### src/inc/zpio_pkg.sv
// Constants and types shared by the zone PLC register block
package zpio_pkg;

  // ------------------------------------------------------------
  // Register offsets (hexadecimal module register numbers)
  // ------------------------------------------------------------
  localparam logic [7:0] OFS_STOP_CAUSE    = 8'h13;
  localparam logic [7:0] OFS_SENSOR_INPUTS = 8'h23;
  localparam logic [7:0] OFS_LEFT_SPEED    = 8'h28;
  localparam logic [7:0] OFS_RIGHT_SPEED   = 8'h40;
  localparam logic [7:0] OFS_US_ACCUM      = 8'h68;
  localparam logic [7:0] OFS_US_TRACK_W1   = 8'h84;
  localparam logic [7:0] OFS_US_TRACK_W2   = 8'h85;
  localparam logic [7:0] OFS_DS_ACCUM      = 8'hb8;
  localparam logic [7:0] OFS_DS_TRACK_W1   = 8'hd4;
  localparam logic [7:0] OFS_DS_TRACK_W2   = 8'hd5;

  // ------------------------------------------------------------
  // Field positions
  // ------------------------------------------------------------
  localparam int BIT_SEN_LEFT_AUX  = 0;
  localparam int BIT_SEN_RIGHT_AUX = 2;
  localparam int BIT_SEN_LEFT      = 4;
  localparam int BIT_SEN_RIGHT     = 6;
  localparam int BIT_HEARTBEAT     = 15;
  localparam int BIT_STOP_GROUP    = 5;
  localparam int BIT_STOP_COMM     = 6;
  localparam int BIT_STOP_PLC_LOST = 7;
  localparam int BIT_STOP_PLC_CMD  = 10;
  localparam int BIT_ACC_MODE      = 0;
  localparam int BIT_ACC_UPSTREAM  = 8;
  localparam int BIT_ARRIVAL_CONF  = 9;
  localparam int BIT_JOG_FWD       = 10;
  localparam int BIT_JOG_REV       = 11;
  localparam int BIT_WAKE          = 12;
  localparam int BIT_MAINT         = 13;

  // ------------------------------------------------------------
  // Values and timing
  // ------------------------------------------------------------
  localparam logic [15:0] RST_WORD      = 16'h0000;
  localparam logic [15:0] TRACK_KEEP    = 16'h0000;
  localparam logic [15:0] TRACK_CLEAR   = 16'hffff;
  localparam logic [3:0]  WAKE_STATUS   = 4'h4;
  localparam longint      CLK_HZ        = 10000000;
  localparam longint      HEARTBEAT_MS  = 2000;
  localparam longint      HEARTBEAT_CYC = CLK_HZ / 1000 * HEARTBEAT_MS;
  localparam longint      FLASH_MS      = 500;
  localparam longint      FLASH_CYC     = CLK_HZ / 1000 * FLASH_MS;

  typedef enum logic [1:0] {
    ZPIO_Z_IDLE  = 2'b00,
    ZPIO_Z_HOLD  = 2'b01,
    ZPIO_Z_RELS  = 2'b11,
    ZPIO_Z_CONF  = 2'b10
  } zpio_zstate_t;

endpackage : zpio_pkg

### src/inc/zpio_zone_if.sv
// Interface between register bank and one zone's control logic
`timescale 1ns/100ps
interface zpio_zone_if;
  logic [15:0] accum_ctrl;
  logic [15:0] pend_w1;
  logic [15:0] pend_w2;
  logic        release_evt;
  logic        discharge_evt;
  logic        arrival_evt;
  logic        zone_blocked;
  logic [15:0] track_w1;
  logic [15:0] track_w2;
  logic        run;
  logic        jog_rev;
  logic        busy_up;
  logic        accum_up;
  logic        jam;
  logic        flash_green;

  modport bank (
    output accum_ctrl, pend_w1, pend_w2, release_evt, discharge_evt,
           arrival_evt, zone_blocked,
    input  track_w1, track_w2, run, jog_rev, busy_up, accum_up, jam,
           flash_green
  );
  modport zone (
    input  accum_ctrl, pend_w1, pend_w2, release_evt, discharge_evt,
           arrival_evt, zone_blocked,
    output track_w1, track_w2, run, jog_rev, busy_up, accum_up, jam,
           flash_green
  );
endinterface : zpio_zone_if

### src/rtl/zpio_bank.sv
// PLC-facing register bank of a two-zone accumulation controller
`timescale 1ns/100ps

module zpio_bank
#(
  parameter longint HEARTBEAT_CYC = zpio_pkg::HEARTBEAT_CYC,
  parameter longint FLASH_CYC     = zpio_pkg::FLASH_CYC
)
(
  input  wire logic        i_ref_clk,
  input  wire logic        i_rst,
  input  wire logic        i_wr_en,
  input  wire logic [7:0]  i_wr_addr,
  input  wire logic [15:0] i_wr_data,
  input  wire logic        i_rd_en,
  input  wire logic [7:0]  i_rd_addr,
  input  wire logic [15:0] i_release_us,
  input  wire logic [15:0] i_release_ds,
  input  wire logic [3:0]  i_sens_raw,
  input  wire logic [3:0]  i_sens_invert,
  input  wire logic        i_stop_group,
  input  wire logic        i_stop_comm_lost,
  input  wire logic        i_stop_plc_lost,
  input  wire logic        i_stop_plc_cmd,
  input  wire logic [1:0]  i_zone_blocked,
  input  wire logic [1:0]  i_discharge,
  input  wire logic [1:0]  i_arrival,
  input  wire logic [1:0]  i_upstream_status_4,
  input  wire logic [15:0] i_cfg_left_speed,
  input  wire logic [15:0] i_cfg_right_speed,
  output logic      [15:0] o_rd_data,
  output logic      [15:0] o_left_speed_ref,
  output logic      [15:0] o_right_speed_ref,
  output logic      [1:0]  o_motor_run,
  output logic      [1:0]  o_motor_rev,
  output logic      [1:0]  o_busy_upstream,
  output logic      [1:0]  o_accum_upstream,
  output logic      [1:0]  o_jam,
  output logic      [1:0]  o_indicator_flash,
  output logic      [15:0] o_us_track_w1,
  output logic      [15:0] o_us_track_w2,
  output logic      [15:0] o_ds_track_w1,
  output logic      [15:0] o_ds_track_w2
);

  // ------------------------------------------------------------
  // State
  // ------------------------------------------------------------
  typedef struct packed {
    logic [15:0] rd_data;
    logic [31:0] hb_cnt;
    logic        hb;
    logic [31:0] fl_cnt;
    logic        fl;
    logic [15:0] left_raw;
    logic [15:0] right_raw;
    logic [15:0] left_ref;
    logic [15:0] right_ref;
    logic [15:0] us_acc;
    logic [15:0] ds_acc;
    logic [15:0] us_w1;
    logic [15:0] us_w2;
    logic [15:0] ds_w1;
    logic [15:0] ds_w2;
    logic [15:0] rel_us_prev;
    logic [15:0] rel_ds_prev;
    logic [1:0]  rel_pulse;
    logic [1:0]  run;
    logic [1:0]  rev;
    logic [1:0]  busy;
    logic [1:0]  accup;
    logic [1:0]  jam;
    logic [1:0]  flash;
    logic [15:0] us_t1;
    logic [15:0] us_t2;
    logic [15:0] ds_t1;
    logic [15:0] ds_t2;
  } zpio_bank_st_t;

  zpio_bank_st_t s_reg;
  zpio_bank_st_t s_next;

  logic [15:0] sensor_word;
  logic [15:0] stop_word;
  logic [3:0]  sens_blocked;

  zpio_zone_if zi [2] ();

  // ------------------------------------------------------------
  // Zones
  // ------------------------------------------------------------
  genvar g;
  generate
    for (g = 0; g < 2; g++)
    begin : g_zone
      assign zi[g].accum_ctrl    = (g == 0) ? s_reg.us_acc : s_reg.ds_acc;
      assign zi[g].pend_w1       = (g == 0) ? s_reg.us_w1 : s_reg.ds_w1;
      assign zi[g].pend_w2       = (g == 0) ? s_reg.us_w2 : s_reg.ds_w2;
      assign zi[g].release_evt   = s_reg.rel_pulse[g];
      assign zi[g].discharge_evt = i_discharge[g];
      assign zi[g].arrival_evt   = i_arrival[g];
      assign zi[g].zone_blocked  = i_zone_blocked[g];
      zpio_zone u_zone
      (
        .i_ref_clk       (i_ref_clk),
        .i_rst           (i_rst),
        .i_flash         (s_reg.fl),
        .i_wake_status_4 (i_upstream_status_4[g]),
        .zif             (zi[g])
      );
    end
  endgenerate

  // ------------------------------------------------------------
  // Status words
  // ------------------------------------------------------------
  // Polarity from auto-configuration: blocked reads as 1
  assign sens_blocked = i_sens_raw ^ i_sens_invert;

  always_comb
  begin
    sensor_word = zpio_pkg::RST_WORD;
    sensor_word[zpio_pkg::BIT_SEN_LEFT_AUX]  = sens_blocked[0];
    sensor_word[zpio_pkg::BIT_SEN_RIGHT_AUX] = sens_blocked[1];
    sensor_word[zpio_pkg::BIT_SEN_LEFT]      = sens_blocked[2];
    sensor_word[zpio_pkg::BIT_SEN_RIGHT]     = sens_blocked[3];
    sensor_word[zpio_pkg::BIT_HEARTBEAT]     = s_reg.hb;
    stop_word = zpio_pkg::RST_WORD;
    stop_word[zpio_pkg::BIT_STOP_GROUP]    = i_stop_group;
    stop_word[zpio_pkg::BIT_STOP_COMM]     = i_stop_comm_lost;
    stop_word[zpio_pkg::BIT_STOP_PLC_LOST] = i_stop_plc_lost;
    stop_word[zpio_pkg::BIT_STOP_PLC_CMD]  = i_stop_plc_cmd;
  end

  // ------------------------------------------------------------
  // Next state
  // ------------------------------------------------------------
  always_comb
  begin
    s_next = s_reg;
    // Heartbeat: equal high and low phases
    if (s_reg.hb_cnt == 32'(HEARTBEAT_CYC - 1))
    begin
      s_next.hb_cnt = 32'h0000_0000;
      s_next.hb     = ~s_reg.hb;
    end
    else
      s_next.hb_cnt = s_reg.hb_cnt + 32'h0000_0001;
    if (s_reg.fl_cnt == 32'(FLASH_CYC - 1))
    begin
      s_next.fl_cnt = 32'h0000_0000;
      s_next.fl     = ~s_reg.fl;
    end
    else
      s_next.fl_cnt = s_reg.fl_cnt + 32'h0000_0001;

    if (i_wr_en)
    begin
      unique case (i_wr_addr)
        zpio_pkg::OFS_LEFT_SPEED:  s_next.left_raw  = i_wr_data;
        zpio_pkg::OFS_RIGHT_SPEED: s_next.right_raw = i_wr_data;
        zpio_pkg::OFS_US_ACCUM:    s_next.us_acc    = i_wr_data;
        zpio_pkg::OFS_DS_ACCUM:    s_next.ds_acc    = i_wr_data;
        zpio_pkg::OFS_US_TRACK_W1: s_next.us_w1     = i_wr_data;
        zpio_pkg::OFS_US_TRACK_W2: s_next.us_w2     = i_wr_data;
        zpio_pkg::OFS_DS_TRACK_W1: s_next.ds_w1     = i_wr_data;
        zpio_pkg::OFS_DS_TRACK_W2: s_next.ds_w2     = i_wr_data;
        default: ;
      endcase
      // Zero never reaches the motor; last non-zero stays
      if (i_wr_addr == zpio_pkg::OFS_LEFT_SPEED &&
          i_wr_data != zpio_pkg::RST_WORD)
        s_next.left_ref = i_wr_data;
      if (i_wr_addr == zpio_pkg::OFS_RIGHT_SPEED &&
          i_wr_data != zpio_pkg::RST_WORD)
        s_next.right_ref = i_wr_data;
    end

    // Repeated identical images are not events
    s_next.rel_us_prev  = i_release_us;
    s_next.rel_ds_prev  = i_release_ds;
    s_next.rel_pulse[0] = (i_release_us != s_reg.rel_us_prev) &&
                          s_reg.us_acc[zpio_pkg::BIT_ACC_MODE];
    s_next.rel_pulse[1] = (i_release_ds != s_reg.rel_ds_prev) &&
                          s_reg.ds_acc[zpio_pkg::BIT_ACC_MODE];

    s_next.run   = {zi[1].run, zi[0].run};
    s_next.rev   = {zi[1].jog_rev, zi[0].jog_rev};
    s_next.busy  = {zi[1].busy_up, zi[0].busy_up};
    s_next.accup = {zi[1].accum_up, zi[0].accum_up};
    s_next.jam   = {zi[1].jam, zi[0].jam};
    s_next.flash = {zi[1].flash_green, zi[0].flash_green};
    s_next.us_t1 = zi[0].track_w1;
    s_next.us_t2 = zi[0].track_w2;
    s_next.ds_t1 = zi[1].track_w1;
    s_next.ds_t2 = zi[1].track_w2;

    s_next.rd_data = zpio_pkg::RST_WORD;
    if (i_rd_en)
    begin
      unique case (i_rd_addr)
        zpio_pkg::OFS_STOP_CAUSE:    s_next.rd_data = stop_word;
        zpio_pkg::OFS_SENSOR_INPUTS: s_next.rd_data = sensor_word;
        zpio_pkg::OFS_LEFT_SPEED:    s_next.rd_data = s_reg.left_raw;
        zpio_pkg::OFS_RIGHT_SPEED:   s_next.rd_data = s_reg.right_raw;
        zpio_pkg::OFS_US_ACCUM:      s_next.rd_data = s_reg.us_acc;
        zpio_pkg::OFS_DS_ACCUM:      s_next.rd_data = s_reg.ds_acc;
        zpio_pkg::OFS_US_TRACK_W1:   s_next.rd_data = s_reg.us_w1;
        zpio_pkg::OFS_US_TRACK_W2:   s_next.rd_data = s_reg.us_w2;
        zpio_pkg::OFS_DS_TRACK_W1:   s_next.rd_data = s_reg.ds_w1;
        zpio_pkg::OFS_DS_TRACK_W2:   s_next.rd_data = s_reg.ds_w2;
        default:                     s_next.rd_data = zpio_pkg::RST_WORD;
      endcase
    end
  end

  always_ff @(posedge i_ref_clk or posedge i_rst)
  begin
    if (i_rst)
      s_reg <= '0;
    else
      s_reg <= s_next;
  end

  // ------------------------------------------------------------
  // Outputs
  // ------------------------------------------------------------
  always_ff @(posedge i_ref_clk or posedge i_rst)
  begin
    if (i_rst)
    begin
      o_left_speed_ref  <= zpio_pkg::RST_WORD;
      o_right_speed_ref <= zpio_pkg::RST_WORD;
    end
    else
    begin
      // Configured speed until a non-zero value arrives
      o_left_speed_ref  <= (s_reg.left_ref == zpio_pkg::RST_WORD) ?
                           i_cfg_left_speed : s_reg.left_ref;
      o_right_speed_ref <= (s_reg.right_ref == zpio_pkg::RST_WORD) ?
                           i_cfg_right_speed : s_reg.right_ref;
    end
  end

  assign o_rd_data         = s_reg.rd_data;
  assign o_motor_run       = s_reg.run;
  assign o_motor_rev       = s_reg.rev;
  assign o_busy_upstream   = s_reg.busy;
  assign o_accum_upstream  = s_reg.accup;
  assign o_jam             = s_reg.jam;
  assign o_indicator_flash = s_reg.flash;
  assign o_us_track_w1     = s_reg.us_t1;
  assign o_us_track_w2     = s_reg.us_t2;
  assign o_ds_track_w1     = s_reg.ds_t1;
  assign o_ds_track_w2     = s_reg.ds_t2;

endmodule : zpio_bank

### src/rtl/zpio_zone.sv
// One zone: tracking commit, accumulation, jog, wake and maintenance
`timescale 1ns/100ps
module zpio_zone
(
  input  wire logic    i_ref_clk,
  input  wire logic    i_rst,
  input  wire logic    i_flash,
  input  wire logic    i_wake_status_4,
  zpio_zone_if.zone    zif
);

  typedef struct packed {
    zpio_pkg::zpio_zstate_t st;
    logic [15:0]            trk1;
    logic [15:0]            trk2;
    logic                   run;
    logic                   jog_rev;
    logic                   jam;
  } zpio_zone_st_t;

  zpio_zone_st_t s_reg;
  zpio_zone_st_t s_next;

  logic acc_mode;
  logic jog_f;
  logic jog_r;
  logic wake;
  logic maint;
  logic conf;

  assign acc_mode = zif.accum_ctrl[zpio_pkg::BIT_ACC_MODE];
  assign jog_f    = zif.accum_ctrl[zpio_pkg::BIT_JOG_FWD];
  assign jog_r    = zif.accum_ctrl[zpio_pkg::BIT_JOG_REV];
  assign wake     = zif.accum_ctrl[zpio_pkg::BIT_WAKE];
  assign maint    = zif.accum_ctrl[zpio_pkg::BIT_MAINT];
  assign conf     = zif.accum_ctrl[zpio_pkg::BIT_ARRIVAL_CONF];

  always_comb
  begin
    s_next = s_reg;
    // Commit pending words on release
    if (zif.release_evt)
    begin
      if (zif.pend_w1 == zpio_pkg::TRACK_KEEP &&
          zif.pend_w2 == zpio_pkg::TRACK_KEEP)
      begin
        s_next.trk1 = s_reg.trk1;
      end
      else if (zif.pend_w1 == zpio_pkg::TRACK_CLEAR &&
               zif.pend_w2 == zpio_pkg::TRACK_CLEAR)
      begin
        s_next.trk1 = zpio_pkg::RST_WORD;
        s_next.trk2 = zpio_pkg::RST_WORD;
      end
      else
      begin
        s_next.trk1 = zif.pend_w1;
        s_next.trk2 = zif.pend_w2;
      end
    end
    unique case (s_reg.st)
      zpio_pkg::ZPIO_Z_IDLE:
      begin
        if (zif.zone_blocked && acc_mode)
          s_next.st = zpio_pkg::ZPIO_Z_HOLD;
        else if (zif.zone_blocked)
          s_next.st = zpio_pkg::ZPIO_Z_RELS;
      end
      zpio_pkg::ZPIO_Z_HOLD:
      begin
        if (!acc_mode || zif.release_evt)
          s_next.st = zpio_pkg::ZPIO_Z_RELS;
      end
      zpio_pkg::ZPIO_Z_RELS:
      begin
        if (zif.discharge_evt)
          s_next.st = zpio_pkg::ZPIO_Z_CONF;
      end
      zpio_pkg::ZPIO_Z_CONF:
      begin
        // Jam if zone is blocked again before discharge is confirmed downstream or by PLC
        if (zif.arrival_evt || conf)
        begin
          s_next.st  = zpio_pkg::ZPIO_Z_IDLE;
          s_next.jam = 1'b0;
        end
        else if (zif.zone_blocked)
          s_next.jam = 1'b1;
      end
    endcase
    s_next.run = ((s_reg.st == zpio_pkg::ZPIO_Z_RELS) ||
                  (s_reg.st == zpio_pkg::ZPIO_Z_IDLE &&
                   (wake || i_wake_status_4)));
    if (jog_f || jog_r)
      s_next.run = 1'b1;
    s_next.jog_rev = jog_r && !jog_f;
    if (maint)
      s_next.run = 1'b0;
  end

  always_ff @(posedge i_ref_clk or posedge i_rst)
  begin
    if (i_rst)
      s_reg <= '{zpio_pkg::ZPIO_Z_IDLE, 16'h0000, 16'h0000,
                 1'b0, 1'b0, 1'b0};
    else
      s_reg <= s_next;
  end

  assign zif.track_w1    = s_reg.trk1;
  assign zif.track_w2    = s_reg.trk2;
  assign zif.run         = s_reg.run;
  assign zif.jog_rev     = s_reg.jog_rev;
  assign zif.jam         = s_reg.jam;
  assign zif.busy_up     = maint;
  assign zif.accum_up    = zif.accum_ctrl[zpio_pkg::BIT_ACC_UPSTREAM];
  assign zif.flash_green = maint && i_flash;

endmodule : zpio_zone

### config.mk
export PLATFORM = sky130hd
export DESIGN_NAME = zpio_bank
export DESIGN_NICKNAME = d
export VERILOG_FILES = /design/src/inc/zpio_pkg.sv /design/src/inc/zpio_zone_if.sv /design/src/rtl/zpio_bank.sv /design/src/rtl/zpio_zone.sv
export SDC_FILE = /design/constraint.sdc
export NUM_CORES = 1
export LEC_CHECK = 0
export ABC_AREA = 0
export BUFFER_PORTS_ARGS = -buffer_cell sky130_fd_sc_hd__buf_2
export CAP_MARGIN = 20
export CORE_MARGIN = 2
export CORE_UTILIZATION = 46
export CTS_BUF_LIST = sky130_fd_sc_hd__clkbuf_2 sky130_fd_sc_hd__clkbuf_4 sky130_fd_sc_hd__clkbuf_8
export CTS_CLUSTER_SIZE = 30
export DETAILED_ROUTE_END_ITERATION = 8
export PLACE_DENSITY_LB_ADDON = 0.15
export SYNTH_ARGS = -nofsm -noshare
export SYNTH_HDL_FRONTEND = slang
export SYNTH_SLANG_ARGS = --single-unit
### constraint.sdc
create_clock -name i_ref_clk -period 29.3 [get_ports i_ref_clk]
set_clock_uncertainty 0.05 [all_clocks]
set_input_delay 2.93 -clock i_ref_clk [delete_from_list [all_inputs] [get_ports i_ref_clk]]
set_output_delay 2.93 -clock i_ref_clk [all_outputs]
set_load 0.01 [all_outputs]
# After elaboration in Yosys (flattened, before gate mapping)
# Index checks and enable logic that the tools add are counted.
[classes] n_reduce_logical=57 bitwise_logic=5 n_addsub=2 muxes=28 n_eq_ne=40
[ops] operator="case mux 16 bit (10 select lines)" n=1
[ops] operator="2-to-1 mux 32 bit" n=4
[ops] operator="zero test 16 bit" n=6
[ops] operator="== test 8 bit, second input constant" n=10
[ops] operator="adder 32 x 1 -> 32 bit, second input constant" n=2
[ops] operator="== test 16 bit, second input constant" n=4
[ops] operator="2-to-1 mux 16 bit" n=3
[ops] operator="== test 32 x 23 -> 1 bit, second input constant" n=1
[ops] operator="== test 32 x 25 -> 1 bit, second input constant" n=1
[ops] operator="== test 8 x 7 -> 1 bit, second input constant" n=4
[ops] operator="inequality test 16 bit" n=2
[ops] operator="AND reduction 2 bit" n=14
[ops] operator="== test 8 x 6 -> 1 bit, second input constant" n=3
[ops] operator="2-to-1 mux 2 bit" n=10
[ops] operator="logical AND 1 bit" n=16
[ops] operator="case mux 2 bit (4 select lines)" n=2
[ops] operator="nonzero test 16 bit" n=1
[ops] operator="logical OR 1 bit" n=10
[ops] operator="== test 2 bit, second input constant" n=4
[ops] operator="== test 8 x 5 -> 1 bit, second input constant" n=1
[ops] operator="2-to-1 mux 1 bit" n=8
[ops] operator="inequality test 2 x 1 -> 1 bit, second input constant" n=4
[ops] operator="AND reduction 4 bit" n=2
[ops] operator="inequality test 3 x 2 -> 1 bit, second input constant" n=2
[ops] operator="7 further kinds" n=17
[totals] output_inout_bits=124 inputBits=120 regBits=458

# Longest topological paths before layout
[logic_depth] ltp_word=5 ltp_mapped=8 mapped_depth_nobuf=6

# Hierarchy
# Synthesis repeated with hierarchy kept, for this count alone.
[hier_totals] cells_unflattened=1654 area_unflattened_um2=19865.3
[modules_own_cells] mod="zpio_bank" area_per_inst_um2=15623.7 cells_per_inst=1220 seq_area_each_um2=9609.2 instances=1
[modules_own_cells] mod="zpio_zone" area_per_inst_um2=2120.8 cells_per_inst=217 seq_area_each_um2=925.9 instances=2

# Worst setup path after synthesis
# No wires, ideal clock.
[synth_path] path_type="in2reg" start="in i_wr_addr[1]" end="reg s_reg[206] (netlist name)" t_required_ns=29.125 setup_time_ns=0.125 path_stages=8 n_path_buf=3 arrival_time_ns=4.392 setup_slack_ns=24.733 cell_sequence="nor3_2 > nand3_1 > or3_1 > buf_6 > nand2b_4 > buf_6 > buf_6 > mux2_4"
[synth_between] elab_chain_cells=3
[synth_rtl] element="start: declaration" line_no="zpio_bank.sv:13" source="input wire logic [7:0] i_wr_addr,"
[synth_rtl] element="== test 8 x 7 -> 1 bit" line_no="zpio_bank.sv:174" source="if (i_wr_addr == zpio_pkg::OFS_RIGHT_SPEED &&"
[synth_rtl] element="logical AND 1 bit" line_no="zpio_bank.sv:174"
[synth_rtl] element="AND reduction 2 bit (no source line)"
[synth_rtl] element="end signal: assignment" line_no="zpio_bank.sv:222" source="s_reg <= s_next;"
[synth_rtl] element="end: declaration" line_no="zpio_bank.sv:80" source="zpio_bank_st_t s_reg;"
# No other way between the ends.
# A chain may end at the register's enable or synchronous reset.

==> results_dict.tcl <==
set metrics [dict create \
    status "finished, final reports clean" \
    worstReg2RegStart "zi[0].pend_w2[4]" \
    drt-total-wl_um 49500 \
    combPwrFrac_pct 8.4 \
    finalInstanceArea_sq_um 21400 \
    holdPathEnd "o_motor_rev[0]" \
    relSlewSlack_pct 26.2 \
    p_clk_share_pct 41.1 \
    netlist_area_sq_um 18800 \
    place_ws_ns 23.57 \
    track_usage_pct 24.0 \
    dieArea_sq_um 42600 \
    antenna_found_initial 6 \
    io_buffers 243 \
    dp_hpwl_um 33900 \
    worstSkewPairLatency_ns 0.64 \
    grt_pass1_wl_um 75800 \
    synth_flop_cell "dfrtp_1" \
    drv_cap 0 \
    drt_iter0_drc 974 \
    setup_ws_ns 24.47 \
    core_sq_um 40600 \
    yosys.area_share.simple_pct 11.8 \
    tns_ns 0 \
    switching_share_pct 25.2 \
    synth_edf_count 0 \
    seqPwrFrac_pct 50.5 \
    rsz0062_at_grt "false" \
    largest_reg_flops 164 \
    grt_max_degree 181 \
    worst-path-max-fanout 180 \
    place_congestion 0.903 \
    placed_cells 2163 \
    syn_nets 1665 \
    p_int_mw 1.04 \
    placed_area_sq_um 19800 \
    clkSlewWorstSetupHoldPaths_ns 0.06 \
    hold_ws_ns 0.297 \
    final_common_cell "dfrtp_1" \
    synthMuxAreaShare_pct 9.61 \
    postSynthAreaPerCell_sq_um 12.2 \
    htreeDepth 3 \
    path_cells "buf_2 > inv_8 > buf_12 > buf_4" \
    worst-r2r-cell-count 5 \
    crit_type "input pin to async pin" \
    async_flop_share_pct 100 \
    hold_violations 0 \
    switchingPower_mw 0.351 \
    via_count 12500 \
    start_kind "input pin" \
    finalSetupViolCount 0 \
    nets 1835 \
    synth-compound-area-share_pct 7.34 \
    ys_ff_latch 458 \
    grt-ovfl-total 0 \
    start_util_pct 46.3 \
    synth.distinct_cells 59 \
    p_leak_nw 10.6 \
    drc 0 \
    final_cell_mix "dfrtp_1, buf_2, nand2_1" \
    hp-start "g_zone[0].u_zone.zif.jog_rev" \
    hold_path_depth 0 \
    post-cts-setup-buffers 0 \
    ys_seq_area_share_pct 60.9 \
    max_freq_ghz 0.207 \
    die_w_um 206 \
    crit_required_ns 29.85 \
    slew_viol_final 0 \
    clock-root-buffer "clkbuf_8" \
    endpoint_kind "async pin" \
    holdBufCountCts 0 \
    clkSinkCount 458 \
    reg2reg_to "g_zone[0].u_zone.zif.track_w1[15]" \
    io_pins 244 \
    cts_resized 0 \
    drive_gt1_share_pct 30.1 \
    routed_via_density 5.47 \
    cts_buffers 78 \
    synth_cells 1543 \
    vdd_drop_max_mv 0.0360 \
    synth_xor_area_share_pct 4.60 \
    grt_pass1_vias 12800 \
    final.min_clock_period_ns 4.83 \
    yosysWarningCount 0 \
    stdcell_count 2295 \
    die_h_um 206 \
    synth_top_family_by_area "simple AND/OR/NAND/NOR gates" \
    worst_pin_slew_ns 1.11 \
    crit_slowest_cell "buf_4" \
    critical_path.max_stage_delay_ns 0.88 \
    wire_per_inst_um 21.6 \
    synth_fa_ha_area_share_pct 0.133 \
    min_period_over_period_pct 16.5 \
    row_count 74 \
    final_antenna_net_count 0 \
    arrival_ns 5.39 \
    syn_to_final_growth_pct 13.7 \
    rrSetupSlack_ns 27.11 \
    min_path_type "flip-flop to flip-flop" \
    cts.path.max_buffers 3 \
    fillers 3551 \
    cts_tree "built" \
    first_pass_iters 6 \
    powerDensity_nw_per_um2 65.0 \
]
[cell type report]
class	instances	area, sq um	area share (%)
sequential	458	11500	53.5
tap	532	666	3.11
antenna	3	7.51	0.0351
clock inverter	11	81.3	0.380
clock buffer	116	1470	6.87
inverter	13	56.3	0.263
multi-input combinational	908	6330	29.6
timing repair buffer	254	1330	6.22
[per-layer routing]
| metal | routed length, um | track usage, % |
|---|---|---|
| met1 | 21500 | 32.6 |
| met3 | 4000 | 7.25 |
| met2 | 22300 | 36.0 |
| met5 | 52 | 0 |
| met4 | 1690 | 10.1 |
[through the flow]
step | power [mW] | utilization (%)
global placement | 0.829 | 48.7
finish | 1.39 | 52.7
floorplan | 0.784 | -
CTS | 1.41 | 52.6
global route | 1.46 | 52.7
detailed placement | 0.832 | 48.7
[worst max-delay path by stage]
stage	cells after the start	start	end
after detailed placement	4	i_rst	o_us_track_w1[10]
after global placement	4	i_rst	o_us_track_w1[10]
after floorplan	1	i_rst	g_zone[0].u_zone.s_reg[35]
after global routing	4	i_rst	zi[0].accum_ctrl[3]
final	4	i_rst	zi[0].accum_ctrl[3]
after CTS	4	i_rst	g_zone[0].u_zone.zif.track_w2[0]
[worst max-delay path: cells and delay by family]
kind / cells / cell delay (ns)
buf+inv: 4 / 2.25
[Yosys cell counts, types with 32 or more instances]
library cell	number	share of area (%)
nand2_1	176	3.5
nor2_1	66	1.3
dfrtp_1	458	61
nand4_1	42	1.4
mux2_2	126	7.5
xor2_1	49	2.3
xnor2_1	50	2.3
o21ai_0	70	1.9
buf_4	93	3.7
clkbuf_1	52	1.0
nor4_1	44	1.5
a21o_1	32	1.3
[power groups by stage]
| stage | Sequential (mW) | Combinational [mW] | Clock (mW) |
|---|---|---|---|
| 3_5_place_dp | 0.712 | 0.120 | 0 |
| 3_3_place_gp | 0.712 | 0.117 | 0 |
| 4_1_cts | 0.702 | 0.120 | 0.589 |
| 6_report | 0.702 | 0.118 | 0.572 |
| 2_1_floorplan | 0.708 | 0.0751 | 0 |
| 5_1_grt | 0.707 | 0.131 | 0.619 |
[cell families after synthesis]
family                     Yosys count
muxes                              158
AOI/OAI and AO/OA                  209
adders and majority gates            2
xor gates and xnor gates            99
buffers and inverters              177
and+or+nand+nor                    440
DFF                                458
(Power assumes the default switching activity.)
